`src/rtl/msc_map.vh`:
```
// Constants for the memory ordering and speculation control block.
// Included by msc_ctrl.v; holds definitions only.
`ifndef MSC_MAP_VH
`define MSC_MAP_VH

// Register byte offsets on the Wishbone slave
`define MSC_OFS_CTRL    8'h00
`define MSC_OFS_GUARD   8'h04
`define MSC_OFS_STAT    8'h08
`define MSC_OFS_RESV    8'h0c

// Control register fields and reset values
`define MSC_CTRL_IR     0
`define MSC_CTRL_RST    1'b0
`define MSC_GUARD_RST   32'h0000_0000

// Status register field positions
`define MSC_ST_RESV     0
`define MSC_ST_BUSY     1
`define MSC_ST_IR       2
`define MSC_ST_SPEC_LSB 4
`define MSC_ST_MT_LSB   8
`define MSC_ST_SEQSTOP  12
`define MSC_ST_TRAP     13

// Access kinds presented by the load/store unit
`define MSC_K_NORM      3'h0
`define MSC_K_MULT      3'h1
`define MSC_K_CMGT      3'h2
`define MSC_K_LRES      3'h3
`define MSC_K_SCOND     3'h4
`define MSC_K_IOBAR     3'h5
`define MSC_K_FSYNC     3'h6

// Access sizes
`define MSC_SZ_BYTE     2'h0
`define MSC_SZ_HALF     2'h1
`define MSC_SZ_WORD     2'h2

// Speculative fetch limits past an unresolved branch
`define MSC_SPEC_CACHED 3'h5
`define MSC_SPEC_NONC   3'h2

// Real-mode page and guarded region address slicing
`define MSC_PAGE_LSB    10
`define MSC_REGION_LSB  27

`endif

```
`src/rtl/msc_ctrl.v`:
```
// Memory access ordering, atomicity and speculative fetch control.
// Assumes one core clock, a Wishbone classic master for the registers,
// a load/store unit holding ls_req until ls_done, and a fetch unit
// holding fch_req until fch_gnt or fch_isi.
`timescale 1ns/1ps
`include "msc_map.vh"

module msc_ctrl #(
  parameter MT_W = 4
) (
  input  wire        ref_clk,
  input  wire        rst_b,

  // Register bus
  input  wire        wb_cyc_i,
  input  wire        wb_stb_i,
  input  wire        wb_we_i,
  input  wire [7:0]  wb_adr_i,
  input  wire [3:0]  wb_sel_i,
  input  wire [31:0] wb_dat_i,
  output reg  [31:0] wb_dat_o,
  output reg         wb_ack_o,

  // Load/store unit
  input  wire        ls_req,
  input  wire [2:0]  ls_kind,
  input  wire [1:0]  ls_size,
  input  wire        ls_we,
  input  wire [31:0] ls_addr,
  input  wire [31:0] ls_wdata,
  input  wire        ls_spec,
  input  wire        ls_cached,
  output reg         ls_done,
  output reg  [31:0] ls_rdata,
  output reg         stwcx_ok,

  // Memory side
  output reg         mem_req,
  output reg         mem_we,
  output reg  [31:0] mem_addr,
  output reg  [31:0] mem_wdata,
  output reg  [1:0]  mem_size,
  output reg         mem_atomic,
  input  wire        mem_ack,
  input  wire [31:0] mem_rdata,
  output reg         resv_notify,

  // Instruction fetch unit
  input  wire        fch_req,
  input  wire [31:0] fch_addr,
  input  wire        fch_spec,
  input  wire        fch_seq,
  input  wire        fch_hit,
  input  wire        fch_cacheable,
  input  wire        tlb_guard,
  input  wire        tlb_noexec,
  output reg         fch_gnt,
  output reg         fch_isi,

  // Branch and trap state
  input  wire        br_unresolved,
  input  wire        br_resolve,
  input  wire        br_mispredict,
  input  wire        uncond_br_fetched,
  input  wire        redirect,
  input  wire        ind_br_pred,
  input  wire        mt_issue,
  input  wire        mt_done,
  input  wire        trap_exec,
  output reg         flush
);

  localparam ST_IDLE = 1'b0;
  localparam ST_BUS  = 1'b1;
  localparam PG_W    = 32 - `MSC_PAGE_LSB;
  localparam [31:0] GUARD_RST = `MSC_GUARD_RST;

  // Register file
  reg             ir_r;
  reg  [31:0]     guard_r;
  reg  [31:0]     rd_nxt;
  wire            wb_hit;
  wire            wb_wr;

  // Load/store path
  reg             state_r;
  reg             state_nxt;
  reg             resv_r;
  reg  [31:0]     resv_addr_r;
  reg             atomic_nxt;
  wire            word_kind;
  wire [31:0]     ls_eff_addr;
  wire            spec_hold;

  // Fetch path
  reg  [2:0]      spec_cnt_r;
  reg  [MT_W-1:0] mt_cnt_r;
  reg             seq_stop_r;
  reg             trap_r;
  reg  [PG_W-1:0] last_pg_r;
  reg             pg_valid_r;
  wire [PG_W-1:0] fch_pg;
  wire [2:0]      spec_lim;
  wire            guarded;
  wire            page_ok;
  wire            fetch_blk;
  reg             fetch_ok;
  wire            fault;
  wire            fch_idle;

  // Wishbone slave: one wait state, ack for one cycle
  assign wb_hit = wb_cyc_i & wb_stb_i & ~wb_ack_o;
  assign wb_wr  = wb_hit & wb_we_i;

  always @* begin
    if (wb_adr_i == `MSC_OFS_CTRL) begin
      rd_nxt = {31'h0000_0000, ir_r};
    end else if (wb_adr_i == `MSC_OFS_GUARD) begin
      rd_nxt = guard_r;
    end else if (wb_adr_i == `MSC_OFS_STAT) begin
      // Snapshot of live ordering and fetch state
      rd_nxt = 32'h0000_0000;
      rd_nxt[`MSC_ST_RESV] = resv_r;
      rd_nxt[`MSC_ST_BUSY] = state_r;
      rd_nxt[`MSC_ST_IR] = ir_r;
      rd_nxt[`MSC_ST_SPEC_LSB +: 3] = spec_cnt_r;
      rd_nxt[`MSC_ST_MT_LSB +: 4] = mt_cnt_r[3:0];
      rd_nxt[`MSC_ST_SEQSTOP] = seq_stop_r;
      rd_nxt[`MSC_ST_TRAP] = trap_r;
    end else if (wb_adr_i == `MSC_OFS_RESV) begin
      rd_nxt = resv_addr_r;
    end else begin
      rd_nxt = 32'h0000_0000;
    end
  end

  always @(posedge ref_clk or negedge rst_b) begin
    if (!rst_b) begin
      wb_ack_o <= 1'b0;
      wb_dat_o <= 32'h0000_0000;
      ir_r     <= `MSC_CTRL_RST;
    end else begin
      wb_ack_o <= wb_hit;
      if (wb_hit && !wb_we_i) begin
        wb_dat_o <= rd_nxt;
      end

      // Relocate bit lives in byte lane 0
      if (wb_wr && wb_adr_i == `MSC_OFS_CTRL && wb_sel_i[0]) begin
        ir_r <= wb_dat_i[`MSC_CTRL_IR];
      end
    end
  end

  // One write lane per byte of the region register
  genvar gi;
  generate
    for (gi = 0; gi < 4; gi = gi + 1) begin : g_guard
      always @(posedge ref_clk or negedge rst_b) begin
        if (!rst_b) begin
          guard_r[gi*8 +: 8] <= GUARD_RST[gi*8 +: 8];
        end else if (wb_wr && wb_adr_i == `MSC_OFS_GUARD && wb_sel_i[gi]) begin
          guard_r[gi*8 +: 8] <= wb_dat_i[gi*8 +: 8];
        end
      end
    end
  endgenerate

  // Load/store ordering and atomicity
  assign word_kind   = (ls_kind == `MSC_K_LRES) || (ls_kind == `MSC_K_SCOND);
  assign ls_eff_addr = word_kind ? {ls_addr[31:2], 2'b00} : ls_addr;
  // Only a load that hits the cache may run ahead of resolution
  assign spec_hold   = ls_spec & ~(ls_cached & ~ls_we);

  always @* begin
    atomic_nxt = 1'b0;
    if (ls_kind == `MSC_K_NORM || word_kind) begin
      case (word_kind ? `MSC_SZ_WORD : ls_size)
        `MSC_SZ_BYTE: atomic_nxt = 1'b1;
        `MSC_SZ_HALF: atomic_nxt = ~ls_eff_addr[0];
        `MSC_SZ_WORD: atomic_nxt = ls_eff_addr[1:0] == 2'b00;
        default:      atomic_nxt = 1'b0;
      endcase
    end
  end

  always @* begin
    state_nxt = state_r;
    case (state_r)
      ST_IDLE: begin
        if (ls_req && !ls_done && !spec_hold && !br_mispredict &&
            ls_kind != `MSC_K_IOBAR && ls_kind != `MSC_K_FSYNC &&
            !(ls_kind == `MSC_K_SCOND && !resv_r)) begin
          state_nxt = ST_BUS;
        end
      end
      ST_BUS: begin
        if (mem_ack) begin
          state_nxt = ST_IDLE;
        end
      end
      default: state_nxt = ST_IDLE;
    endcase
  end

  always @(posedge ref_clk or negedge rst_b) begin
    if (!rst_b) begin
      state_r     <= ST_IDLE;
      ls_done     <= 1'b0;
      ls_rdata    <= 32'h0000_0000;
      stwcx_ok    <= 1'b0;
      mem_req     <= 1'b0;
      mem_we      <= 1'b0;
      mem_addr    <= 32'h0000_0000;
      mem_wdata   <= 32'h0000_0000;
      mem_size    <= `MSC_SZ_BYTE;
      mem_atomic  <= 1'b0;
      resv_r      <= 1'b0;
      resv_addr_r <= 32'h0000_0000;
      resv_notify <= 1'b0;
    end else begin
      state_r     <= state_nxt;
      ls_done     <= 1'b0;
      resv_notify <= 1'b0;

      // Take a new request from the load/store unit
      if (state_r == ST_IDLE && ls_req && !ls_done && !br_mispredict) begin
        if (ls_kind == `MSC_K_IOBAR || ls_kind == `MSC_K_FSYNC) begin
          // One access in flight at most, so idle means all earlier done
          ls_done  <= 1'b1;
          stwcx_ok <= 1'b0;
        end else if (ls_kind == `MSC_K_SCOND && !resv_r) begin
          ls_done  <= 1'b1;
          stwcx_ok <= 1'b0;
        end else if (!spec_hold) begin
          mem_req    <= 1'b1;
          mem_we     <= ls_we | (ls_kind == `MSC_K_SCOND);
          mem_addr   <= ls_eff_addr;
          mem_wdata  <= ls_wdata;
          mem_size   <= word_kind ? `MSC_SZ_WORD : ls_size;
          mem_atomic <= atomic_nxt;
        end
      end

      // Memory answer closes the access
      if (state_r == ST_BUS && mem_ack) begin
        mem_req  <= 1'b0;
        ls_done  <= 1'b1;
        ls_rdata <= mem_rdata;
        stwcx_ok <= mem_we & (mem_addr == resv_addr_r) & resv_r;
        if (!mem_we && mem_size == `MSC_SZ_WORD && mem_atomic &&
            mem_addr == ls_eff_addr && ls_kind == `MSC_K_LRES) begin
          resv_addr_r <= mem_addr;
          resv_notify <= 1'b1;
        end
      end

      // Reservation is local only; no snoop clears it
      if (state_r == ST_BUS && mem_ack && ls_kind == `MSC_K_LRES) begin
        resv_r <= 1'b1;
      end else if (ls_done && ls_kind == `MSC_K_SCOND) begin
        resv_r <= 1'b0;
      end
    end
  end

  // Instruction fetch speculation control
  assign fch_pg   = fch_addr[31:`MSC_PAGE_LSB];
  // Grant limit past an open branch depends on cacheability
  assign spec_lim = fch_cacheable ? `MSC_SPEC_CACHED : `MSC_SPEC_NONC;
  assign guarded  = ir_r ? tlb_guard : guard_r[fch_addr[31:`MSC_REGION_LSB]];
  // Same or next 1 KB page as the last granted fetch
  assign page_ok  = pg_valid_r &&
                    (fch_pg == last_pg_r || fch_pg == last_pg_r + 1'b1);
  assign fch_idle = fch_req & ~fch_gnt & ~fch_isi & ~br_mispredict;

  // System call and interrupt return add no stop term here
  assign fetch_blk = fch_spec && (
      trap_r ||
      (ind_br_pred && mt_cnt_r != {MT_W{1'b0}}) ||
      (seq_stop_r && fch_seq) ||
      (br_unresolved && spec_cnt_r >= spec_lim));

  // Virtual mode faults on a guarded or no-execute page unless the line is already cached
  assign fault = ir_r & (tlb_guard | tlb_noexec) & ~fch_hit;

  // Guarded handling differs by translation mode
  always @* begin
    if (fetch_blk) begin
      fetch_ok = 1'b0;
    end else if (ir_r) begin
      fetch_ok = ~fault;
    end else if (!guarded || !fch_spec) begin
      fetch_ok = 1'b1;
    end else if (fch_hit) begin
      fetch_ok = 1'b1;
    end else begin
      fetch_ok = fch_seq & page_ok;
    end
  end

  always @(posedge ref_clk or negedge rst_b) begin
    if (!rst_b) begin
      fch_gnt    <= 1'b0;
      fch_isi    <= 1'b0;
      flush      <= 1'b0;
      spec_cnt_r <= 3'h0;
      mt_cnt_r   <= {MT_W{1'b0}};
      seq_stop_r <= 1'b0;
      trap_r     <= 1'b0;
      last_pg_r  <= {PG_W{1'b0}};
      pg_valid_r <= 1'b0;
    end else begin
      fch_gnt <= fch_idle & fetch_ok;
      // Fault only once the fetch is really required
      fch_isi <= fch_idle & fault & ~fch_spec;
      flush   <= br_mispredict;
      trap_r  <= trap_exec;

      // Page of the last granted fetch
      if (fch_idle && fetch_ok) begin
        last_pg_r  <= fch_pg;
        pg_valid_r <= 1'b1;
      end

      // Speculative grants past the open branch
      if (br_resolve || br_mispredict) begin
        spec_cnt_r <= 3'h0;
      end else if (fch_idle && fetch_ok && fch_spec && br_unresolved) begin
        spec_cnt_r <= spec_cnt_r + 3'h1;
      end

      // Sequential stop after an unconditional branch
      if (uncond_br_fetched) begin
        seq_stop_r <= 1'b1;
      end else if (redirect || br_mispredict) begin
        seq_stop_r <= 1'b0;
      end

      // Pending count/link register moves
      if (mt_issue && !mt_done) begin
        mt_cnt_r <= mt_cnt_r + 1'b1;
      end else if (mt_done && !mt_issue && mt_cnt_r != {MT_W{1'b0}}) begin
        mt_cnt_r <= mt_cnt_r - 1'b1;
      end
    end
  end

endmodule // msc_ctrl

```
`config.mk`:
```
export PLATFORM = sky130hd
export DESIGN_NAME = msc_ctrl
export DESIGN_NICKNAME = d
export VERILOG_FILES = /design/src/rtl/msc_ctrl.v
export VERILOG_INCLUDE_DIRS = /design/src /design/src/rtl
export SDC_FILE = /design/constraint.sdc
export NUM_CORES = 1
export LEC_CHECK = 0
export ABC_CLOCK_PERIOD_IN_PS = 3800
export BUFFER_PORTS_ARGS = -buffer_cell sky130_fd_sc_hd__buf_4
export CELL_PAD_IN_SITES_DETAIL_PLACEMENT = 1
export CELL_PAD_IN_SITES_GLOBAL_PLACEMENT = 2
export CORE_UTILIZATION = 33
export DETAILED_ROUTE_END_ITERATION = 7
export PLACE_DENSITY_LB_ADDON = 0.3
export SLEW_MARGIN = 15
export SYNTH_ARGS = -nofsm -noshare
export SYNTH_HDL_FRONTEND = slang
export SYNTH_SLANG_ARGS = --single-unit
```
`constraint.sdc`:
```
create_clock -name ref_clk -period 3.8 [get_ports ref_clk]
set_clock_uncertainty 0.1 [all_clocks]
set_input_delay 0.57 -clock ref_clk [delete_from_list [all_inputs] [get_ports ref_clk]]
set_output_delay 0.57 -clock ref_clk [all_outputs]
set_load 0.03 [all_outputs]
```
=== After elaboration in Yosys (flattened, before gate mapping) ===
Cells that the tools add are included.
Widths: inputs -> output; s select.

* Register bits after elaboration: 239
* Input bits: 203
* Output and inout port bits: 140

* Muxes and demuxes: 42
* $add $sub $neg: 4
* Order comparisons: 2
* Equal/unequal tests: 19
* Reductions and logical operators: 72
* Bitwise logic cells: 32

{| class="wikitable"
|+ Operators with widths
! operator !! number
|-
| $mux 32 || 4
|-
| $eq 32x32->1 || 2
|-
| $eq 22x22->1 || 2
|-
| $logic_and 1x1->1 || 36
|-
| $mux 1 || 28
|-
| $add 22x1->22 const B || 1
|-
| $and 1x1->1 || 16
|-
| $eq 8x4->1 const B || 2
|-
| $not 1->1 || 14
|-
| $logic_not 1->1 || 11
|-
| $logic_or 1x1->1 || 10
|-
| $reduce_bool 2->1 || 5
|-
| $eq 3x3->1 const B || 3
|-
| $mux 3 || 3
|-
| $eq 8x3->1 const B || 1
|-
| $logic_not 8->1 || 1
|-
| $mux 4 || 2
|-
| $reduce_and 4->1 || 2
|-
| $lt 5x6->1 const B || 1
|-
| $ne 2x1->1 const B || 3
|-
| $ne 3x3->1 const B || 2
|-
| $bmux 1 s5 || 1
|-
| $add 4x1->4 const B || 1
|-
| $eq 2x2->1 const B || 2
|-
| 14 further kinds || 18
|}

=== Logic depth before layout (Yosys ltp) ===
Gate-level depths: netlist (run 1).

* Depth after elaboration: 14
* Depth in mapped cells: 12
* Gate-level depth less buffers: 10

=== Worst setup path after synthesis (run 1) ===
OpenSTA, ideal clock, no wires.

* Kind: input to register
* Start point: input fch_addr[27]
* End point: register last_pg_r[10]
* Setup slack: 868 ps
* Setup time: 125 ps
* Data required time: 3,575 ps
* Path buffers: 3
* Arrival: 2,707 ps
* Cell stages on the path: 10
* Cell sequence: clkbuf_8 -> mux4_2 -> mux2i_1 -> or3_1 -> a311oi_2 -> nor2_1 -> or3_1 -> buf_6 -> buf_12 -> mux2_4

* Longest elaborated chain between the ends: 9
* Elaborated cells between the ends (all ways): 15
* Those cells by class: 2 x eq/ne; 7 x mux; 1 x bitwise; 5 x reduce/logical

{| class="wikitable"
|+ Ends and longest elaborated chain
! what !! RTL line !! source
|-
| start, declared || msc_ctrl.v:50 || <nowiki>input wire [31:0] fch_addr,</nowiki>
|-
| $bmux 1 s5 or $eq 22x22->1 (tied branches) || msc_ctrl.v:271, msc_ctrl.v:274 ||
|-
| $mux 1 or $logic_or 1x1->1 (tied branches) || msc_ctrl.v:271, msc_ctrl.v:274 ||
|-
| $mux 1 or $logic_and 1x1->1 (tied branches) || msc_ctrl.v:271, msc_ctrl.v:273 ||
|-
| $logic_not 1->1 or $and 1x1->1 (tied branches) || msc_ctrl.v:293, msc_ctrl.v:298 ||
|-
| $logic_or 1x1->1 or $mux 1 (tied branches) || msc_ctrl.v:293, msc_ctrl.v:295 ||
|-
| $mux 1 (*) || msc_ctrl.v:293 || <nowiki>end else if (!guarded || !fch_spec) begin</nowiki>
|-
| $mux 1 (*) || msc_ctrl.v:291 || <nowiki>end else if (ir_r) begin</nowiki>
|-
| $mux 1 (*) || msc_ctrl.v:289 || <nowiki>if (fetch_blk) begin</nowiki>
|-
| $logic_and 1x1->1 (*) || msc_ctrl.v:321 || <nowiki>if (fch_idle && fetch_ok) begin</nowiki>
|-
| end signal, assigned || msc_ctrl.v:311 || <nowiki>last_pg_r <= {PG_W{1'b0}};</nowiki>
|-
| end signal, assigned || msc_ctrl.v:322 || <nowiki>last_pg_r <= fch_pg;</nowiki>
|-
| end, declared || msc_ctrl.v:100 || <nowiki>reg [PG_W-1:0] last_pg_r;</nowiki>
|}

Every way passes the cells marked *; elsewhere a longest branch is shown, timed or not. The select of a mux whose other input is x is not followed.
A chain may end at the register's enable or synchronous reset.

=== Worst setup path in the final report (run 1) ===
* Start point: register last_pg_r[1]
* End point: register last_pg_r[2]

* Longest elaborated chain between the ends: 10
* Elaborated cells between the ends (all ways): 11
* Those cells by class: 1 x add/sub; 2 x eq/ne; 4 x mux; 1 x bitwise; 3 x reduce/logical

{| class="wikitable"
|+ Ends and longest elaborated chain
! what !! RTL line !! source
|-
| $add 22x1->22 || msc_ctrl.v:274 || <nowiki>(fch_pg == last_pg_r || fch_pg == last_pg_r + 1'b1);</nowiki>
|-
| $eq 22x22->1 || msc_ctrl.v:274 ||
|-
| $logic_or 1x1->1 (*) || msc_ctrl.v:274 ||
|-
| $logic_and 1x1->1 (*) || msc_ctrl.v:273 || <nowiki>assign page_ok = pg_valid_r &&</nowiki>
|-
| $and 1x1->1 (*) || msc_ctrl.v:298 || <nowiki>fetch_ok = fch_seq & page_ok;</nowiki>
|-
| $mux 1 (*) || msc_ctrl.v:295 || <nowiki>end else if (fch_hit) begin</nowiki>
|-
| $mux 1 (*) || msc_ctrl.v:293 ||
|-
| $mux 1 (*) || msc_ctrl.v:291 ||
|-
| $mux 1 (*) || msc_ctrl.v:289 ||
|-
| $logic_and 1x1->1 (*) || msc_ctrl.v:321 ||
|}

Every way passes the cells marked *; elsewhere a longest branch is shown, timed or not.

==> flow_summary.yaml, run 1 <==
status:
  status: "finished, final reports clean"
synthesis:
  synth_edf_count: 0
  synth_top_family_by_area: "multiplexers"
  synth_async_sr_flop_share_pct: 100
  muxShareOfSynthArea_pct: 16.8
  synth_compound_area_share_pct: 6.31
  synth_area_per_cell_sq_um: 11.0
  synthXorXnorAreaFrac_pct: 7.18
  yosys.area_share.simple_pct: 15.6
  synthAdderAreaFrac_pct: 0.912
  yosysWarnings: 0
  synth_area_sq_um: 11800
  yosysUniqueCellTypes: 69
  synth_seq_area_share_pct: 50.7
  synthCells: 1075
  synth_fp_nets: 1286
  ys_ff_latch: 239
  synth_flop_cell: "dfrtp_1"
setup_path:
  critPathCaptureType: "register"
  cpPeakStageDelay_ns: 0.53
  path_class: "reg2reg"
  rr_worst_depth: 10
  path_max_fanout: 21
  rr_endpoint: "last_pg_r[2]"
  cp_data_required_time_ns: 4.14
  r2r_start: "last_pg_r[1]"
  cp_cell_sequence: "ha_1 > and4_1 > nand3_2 > or4_1 > a21oi_1 > o21bai_1 > nor4_1 > or3_1 > buf_12 > mux2_2"
  start_kind: "register"
  cp_slowest_cell: "or4_1"
  arrival_ns: 3.80
  r2r_setup_slack_ns: 0.33
sta:
  setup-violations-final: 0
  fin_crit_ns: 3.47
  fmax_mhz: 289
  period_share_pct: 91.2
  hold_viol: 0
  slew_headroom_pct: 31.6
  holdWs_ns: 0.107
  fin_ws_ns: 0.334
  worstMarginPinSlew_ns: 1.02
  drv_slew: 0
  fin_tns_setup_ns: 0
  rsz0062_at_grt: "false"
global_route:
  grt_pass1_vias: 10090
  grt_overflow: 0
  grt_max_degree: 92
  met1_usage_pct: 27.1
  grt_pass1_wl_um: 59000
  grt_util_met2_pct: 34.8
  top_usage_layer: "met2"
  globalRouteTotalUtil_pct: 21.0
  antenna_found_initial: 0
  grt_util_met3_pct: 5.65
detailed_routing:
  drtIter0Drc: 422
  routed_wl_um: 38500
  wl_per_cell_um: 20.4
  dr.pass1.iters: 5
  drcViolationCount: 0
  vias: 9399
  via_per_inst: 4.99
  drtAntennaViolNets: 0
floorplanning:
  die_width_um: 191
  fp.dieH_um: 191
  coreArea_sq_um: 34900
  initial_core_util_pct: 33.8
  ios: 343
  row_count: 68
  dieArea_sq_um: 36500
clock_tree:
  worstSkewPairLatency_ns: 0.55
  h-tree-depth: 1
  cts_sinks: 239
  clockBufferDepth: 3
  cts_buffers: 29
  tritoncts: "done"
  cts-root-buf: "clkbuf_16"
  clk_pin_slew_ns: 0.06
  cts_resized: 0
layout:
  seq_area_sq_um: 5980
  area_growth_pct: 33.7
  drive_gt1_share_pct: 37.6
  multi_input_comb_area_sq_um: 5550
  fillCellCount: 3876
  finalNonFillerCells: 1885
  final_core_util_pct: 45.2
  nets: 1618
  stdcell_area_sq_um: 15800
placement:
  place_congestion: 0.803
  io_buffers: 332
  dp_hpwl_um: 29100
  placed_cell_area_sq_um: 14800
  placedCellCount: 1829
  post-place-ws_ns: 0.327
worst_hold_path:
  hold_class: "in2reg"
  holdPathEnd: "mem_wdata[11]"
  min_path_cells: 3
  min_from: "ls_wdata[11]"
power:
  vdd_ir_drop_max_mv: 0.429
  fin_total_pwr_mw: 9.14
  p_per_area_nw_per_um2: 579
  p_leak_nw: 7.68
run:
  max_cap_violations: 0
==> kinds of logic (layout without fill, tap and decap cells) <==
kind of cell | Yosys count | after routing
AOI/OAI and AO/OA | 109 | 109
and+or+nand+nor | 403 | 403
buffers and inverters | 59 | 413
DFF | 239 | 239
xor gates and xnor gates | 95 | 95
adders and majority gates | 8 | 8
other | 0 | 1
muxes | 162 | 162
==> layout make-up <==
| cell class | count | share of cell area [%] |
|---|---|---|
| Clock buffer | 41 | 5.33 |
| Inverter | 11 | 0.262 |
| Multi-Input combinational cell | 777 | 35.1 |
| Tap cell | 455 | 3.61 |
| Clock inverter | 12 | 0.761 |
| Timing Repair Buffer | 349 | 17.0 |
| Sequential cell | 239 | 37.9 |
| Antenna cell | 1 | 0.0159 |
==> state kept, by name, summed over array words and instances (netlist names), 2 cells and up <==
signal       flops
guard_r         32
spec_cnt_r       3
mem_wdata       32
wb_dat_o        32
mem_addr        32
last_pg_r       22
mt_cnt_r         4
resv_addr_r     32
ls_rdata        32
mem_size         2
==> worst max-delay path, delay by kind of cell, from the launching register on <==
kind,cells,cell delay [ns]
AO/OA/AOI/OAI,2,0.34
adder cells (fa/ha/maj),1,0.27
buffers and inverters,1,0.23
flip-flops,1,0.43
multiplexers,1,0.36
AND/OR/NAND/NOR,5,1.60
==> cell usage in the layout, fill, tap and decap left out, types with 19 or more instances in the layout <==
master	Yosys	final
nand2_1	258	258
o21ai_0	29	29
xnor2_1	49	49
buf_4	3	342
clkbuf_16	0	29
dfrtp_1	239	239
nand3_1	20	19
nor2_1	26	26
xor2_1	45	45
mux2_2	110	110
o31ai_1	21	21
mux2i_1	24	24
==> cells in the mapped netlist, types with 18 or more instances <==
| library cell | count | area [sq um] |
|---|---|---|
| clkbuf_1 | 30 | 113 |
| nor2_1 | 26 | 97.6 |
| dfrtp_1 | 239 | 5980 |
| nand3_1 | 20 | 100 |
| xnor2_1 | 49 | 429 |
| xor2_1 | 45 | 394 |
| o31ai_1 | 21 | 158 |
| o21ai_0 | 29 | 145 |
| mux2_2 | 110 | 1240 |
| nand4_1 | 18 | 113 |
| mux2i_1 | 24 | 240 |
| mux2_4 | 18 | 270 |
| nand2_1 | 258 | 968 |
==> how the worst max path moves through the flow <==
stage | from | to | cells after the start
floorplan | fch_addr[27] | last_pg_r[10] | 10
global placement | last_pg_r[0] | last_pg_r[1] | 10
detailed placement | last_pg_r[1] | last_pg_r[2] | 10
CTS | last_pg_r[1] | last_pg_r[2] | 10
global route | last_pg_r[1] | last_pg_r[0] | 10
finish | last_pg_r[1] | last_pg_r[2] | 10
==> layer usage <==
metal | routed length [um] | up-vias
met2 | 18200 | 245
met4 | 777 | 0
met3 | 2690 | 39
met5 | 0 | -
met1 | 16800 | 4697
li1 | - | 4418
==> power breakdown <==
group	total (mW)	leakage (nW)	switching, mW	internal [mW]
clock network	2.78	0.478	1.11	1.67
registers	3.52	3.09	0.524	3.00
logic	2.84	4.11	1.62	1.22
==> what timing repair did <==
action	in CTS	in global routing
hold buffers	2	0
setup buffers	0	0
hold endpoints to repair	89	0
setup endpoints to repair	0	0
Power figures use the tool's default switching activity.
==> run 2: changes to the inputs <==
CTS_BUF_LIST = sky130_fd_sc_hd__clkbuf_16   (was not set)
==> flow_summary.yaml, run 2 (synthesis results as in run 1) <==
detailed_routing:
  via_per_inst: 4.98
  drtIter0Drc: 384
  wl_per_cell_um: 20.4
  vias: 9385
  drtAntennaViolNets: 0
  dr.pass1.iters: 5
  drcViolationCount: 0
  routed_wl_um: 38400
setup_path:
  cpPeakStageDelay_ns: 0.53
  cp_cell_sequence: "ha_1 > and4_1 > nand3_2 > or4_1 > a21oi_1 > o21bai_1 > nor4_1 > or3_1 > buf_12 > mux2_2"
  start_kind: "register"
  path_class: "reg2reg"
  critPathCaptureType: "register"
  cp_data_required_time_ns: 4.13
  path_max_fanout: 21
  cp_slowest_cell: "or4_1"
  rr_endpoint: "last_pg_r[2]"
  r2r_start: "last_pg_r[1]"
  arrival_ns: 3.80
  r2r_setup_slack_ns: 0.33
  rr_worst_depth: 10
power:
  p_clk_share_pct: 29.2
  vdd_ir_drop_max_mv: 0.429
  internal_power_mw: 5.73
  p_leak_nw: 7.66
  power_frac_comb_pct: 31.6
  pwr-share-seq_pct: 39.2
  swShare_pct: 36.2
  power_switching_mw: 3.25
  p_per_area_nw_per_um2: 571
global_route:
  grt_max_degree: 92
  grt_pass1_wl_um: 58800
  grt_overflow: 0
  globalRouteTotalUtil_pct: 20.9
  grt_pass1_vias: 10069
  antenna_found_initial: 0
layout:
  final_cell_mix: "buf_4, nand2_1, dfrtp_1"
  multi_input_comb_area_sq_um: 5550
  drive_gt1_share_pct: 37.2
  seq_area_sq_um: 5980
  stdcell_area_sq_um: 15700
  nets: 1618
  area_growth_pct: 33.1
  final_common_cell: "buf_4"
  fillCellCount: 3887
sta:
  drv_slew: 0
  fin_crit_ns: 3.47
  rsz0062_at_grt: "false"
  fin_ws_ns: 0.335
  fin_tns_setup_ns: 0
  period_share_pct: 91.2
  setup-violations-final: 0
  worstMarginPinSlew_ns: 1.02
  slew_headroom_pct: 32.2
  fmax_mhz: 289
  hold_viol: 0
clock_tree:
  clk_pin_slew_ns: 0.06
  cts-root-buf: "clkbuf_16"
  cts_buffers: 29
  worstSkewPairLatency_ns: 0.55
  h-tree-depth: 1
  tritoncts: "done"
  post_cts_buffers: 0
  clockBufferDepth: 3
  cts_sinks: 239
placement:
  dp_hpwl_um: 29100
  post-place-ws_ns: 0.327
  io_buffers: 332
  place_congestion: 0.803
  placed_cell_area_sq_um: 14800
worst_hold_path:
  hold_class: "in2reg"
  holdPathEnd: "mem_wdata[11]"
  min_path_cells: 3
  min_from: "ls_wdata[11]"
status:
  status: "finished, final reports clean"
floorplanning:
  dieArea_sq_um: 36500
  die_width_um: 191
  initial_core_util_pct: 33.8
  coreArea_sq_um: 34900
  fp.dieH_um: 191
  row_count: 68
  ios: 343
run:
  max_cap_violations: 0
[run 2: changes by cell type in the layout (fill, tap and decap cells not counted)]
cell / before / now
clkbuf_8: 7 / 0
clkinv_1: 0 / 7
inv_1: 11 / 16
clkbuf_1: 5 / 0
[run 2: layout make-up]
cell class	count	area share [%]
timing repair buffer	349	17.1
multi-input combinational	777	35.3
tap	455	3.62
clock buffer	29	4.62
sequential	239	38.1
antenna	1	0.0159
clock inverter	24	1.05
inverter	11	0.263
[run 2: worst max path at each step]
| stage | startpoint | to |
|---|---|---|
| floorplan | fch_addr[27] | last_pg_r[10] |
| global placement | last_pg_r[0] | last_pg_r[1] |
| detailed placement | last_pg_r[1] | last_pg_r[2] |
| CTS | last_pg_r[1] | last_pg_r[2] |
| global route | last_pg_r[1] | last_pg_r[2] |
| finish | last_pg_r[1] | last_pg_r[2] |
[run 2: timing repair]
item / in CTS / in global routing
gates resized for setup: 0 / 0
endpoints found under the hold margin: 89 / 0
hold buffers: 2 / 0
[run 2: through the flow]
step                std cells  utilization, %  power [mW]  hold WS (ns)
CTS                      1884            45.0        9.13        0.0709
floorplan                1075               -        5.16         0.174
finish                   1885            45.0        8.98         0.107
detailed placement       1829            42.4        6.43         0.364
global placement         1829            42.4        6.35         0.359
global route             1884            45.0        9.46        0.0751
[run 2: power by group through the flow]
stage                     clock (mW)  sequential, mW  combinational (mW)
final                           2.62            3.52                2.84
after global routing            2.81            3.60                3.05
after CTS                       2.72            3.53                2.88
after detailed placement           0            3.56                2.87
after global placement             0            3.53                2.82
after floorplan                    0            4.12                1.04
[run 2: routing by layer]
| layer | routed length [um] | vias to the layer above | share of wire, % | track usage (%) |
|---|---|---|---|---|
| met5 | 0 | - | 0 | 0 |
| met4 | 776 | 0 | 2.0 | 4.82 |
| met3 | 2670 | 40 | 6.9 | 5.65 |
| met2 | 18100 | 244 | 47 | 34.7 |
| met1 | 16800 | 4681 | 44 | 27.0 |
| li1 | - | 4420 | - | - |
[run 2: critical path: cells and delay by family, from the launching register on]
family                   cells  cell delay (ns)
adder cells (fa/ha/maj)      1             0.27
flip-flops                   1             0.43
multiplexers                 1             0.36
buffers and inverters        1             0.23
AO/OA/AOI/OAI                2             0.34
AND/OR/NAND/NOR              5             1.60
==> run 3: changes to the inputs <==
REMOVE_ABC_BUFFERS = 1   (was not set)
==> flow_summary.yaml, run 3 (synthesis results as in run 1) <==
sta:
  hold_viol: 0
  period_share_pct: 90.8
  slew_headroom_pct: 41.0
  fin_tns_setup_ns: 0
  rsz0062_at_grt: "false"
  fin_crit_ns: 3.45
  drv_slew: 0
  worstMarginPinSlew_ns: 0.883
  fmax_mhz: 290
  setup-violations-final: 0
layout:
  seq_area_sq_um: 5980
  fillCellCount: 3896
  final_common_cell: "buf_4"
  drive_gt1_share_pct: 37.2
  final_core_util_pct: 45.2
  nets: 1616
  area_growth_pct: 33.7
  multi_input_comb_area_sq_um: 5550
  final_cell_mix: "buf_4, nand2_1, dfrtp_1"
detailed_routing:
  drcViolationCount: 0
  via_per_inst: 4.99
  drtAntennaViolNets: 0
  dr.pass1.iters: 4
  routed_wl_um: 38200
  wl_per_cell_um: 20.3
  vias: 9410
  drtIter0Drc: 402
setup_path:
  path_max_fanout: 14
  cpPeakStageDelay_ns: 0.52
  crit_path_frequent_cell: "nand4_1"
  critPathCaptureType: "register"
  arrival_ns: 3.80
  cp_slowest_cell: "or4_1"
  cp_data_required_time_ns: 4.15
  path_class: "reg2reg"
  start_kind: "register"
  critical_path_buf_inv_count: 1
  path_delay_family: "simple AND/OR/NAND/NOR gates"
  cp_cell_sequence: "ha_1 > nand4_1 > o21a_1 > or4_1 > a211oi_1 > nand4_1 > nor4_1 > or3_1 > buf_4 > mux2_2"
global_route:
  globalRouteTotalUtil_pct: 21.1
  grt_pass1_wl_um: 59200
  antenna_found_initial: 3
  grt_overflow: 0
  grt_max_degree: 89
  grt_pass1_vias: 10226
status:
  status: "finished, final reports clean"
run:
  max_cap_violations: 0
power:
  fin_total_pwr_mw: 9.21
  p_leak_nw: 7.69
  vdd_ir_drop_max_mv: 0.377
  p_per_area_nw_per_um2: 583
floorplanning:
  initial_core_util_pct: 33.8
  die_width_um: 191
  dieArea_sq_um: 36500
  row_count: 68
  coreArea_sq_um: 34900
  fp.dieH_um: 191
  ios: 343
placement:
  dp_hpwl_um: 28500
  place_congestion: 0.810
  io_buffers: 332
worst_hold_path:
  hold_class: "in2reg"
clock_tree:
  tritoncts: "done"
  post_cts_buffers: 0
  cts_buffers: 29
  cts-root-buf: "clkbuf_16"
  clockBufferDepth: 3
  h-tree-depth: 1
  cts_sinks: 239
  clk_pin_slew_ns: 0.06
  cts_resized: 0
  worstSkewPairLatency_ns: 0.57
[run 3: area by class of cell]
type / count / share of cell area (%)
Multi-Input combinational cell: 777 / 35.1
Inverter: 11 / 0.262
Clock buffer: 29 / 4.60
Timing Repair Buffer: 347 / 16.9
Antenna cell: 2 / 0.0317
Sequential cell: 239 / 37.9
Clock inverter: 25 / 1.58
Tap cell: 455 / 3.61
[run 3: what timing repair did]
action / 4_1_cts / 5_1_grt
hold buffers: 2 / 0
hold endpoints to repair: 86 / 0
setup endpoints to repair: 0 / 0
[run 3: worst paths after layout]
kind	startpoint	end	slack, ns	cells past startpoint
min in group asynchronous	rst_b	guard_r[17]	0.50	2
max reg2reg	last_pg_r[1]	last_pg_r[21]	0.35	10
min reg2reg	mem_wdata[21]	mem_wdata[21]	0.38	2
max in group asynchronous	rst_b	flush	2.11	3
max	last_pg_r[1]	last_pg_r[21]	0.35	10
min	fch_spec	fch_isi	0.09	2
[run 3: where the power goes]
part | total (mW) | internal, mW | switching (mW) | leakage [nW]
clock network | 2.87 | 1.72 | 1.15 | 0.489
logic | 2.82 | 1.21 | 1.61 | 4.10
registers | 3.51 | 3.00 | 0.515 | 3.09
total | 9.21 | 5.93 | 3.27 | 7.69
[run 3: stage by stage]
step	cells	instance area, sq um	worst slack (ns)	hold slack [ns]
CTS	1883	15800	0.348	0.0654
global route	1884	15800	0.131	0.0849
floorplan	1027	11600	-0.356	0.174
finish	1885	15800	0.349	0.0924
global placement	1827	14800	0.483	0.359
detailed placement	1827	14800	0.348	0.368
[run 3: layer usage]
| metal | routed length (um) | global-route usage [%] | vias up |
|---|---|---|---|
| met2 | 17700 | 34.1 | 272 |
| met4 | 988 | 5.80 | 0 |
| met3 | 2950 | 5.89 | 53 |
| li1 | - | - | 4407 |
| met1 | 16500 | 27.5 | 4678 |
| met5 | 0 | 0 | - |
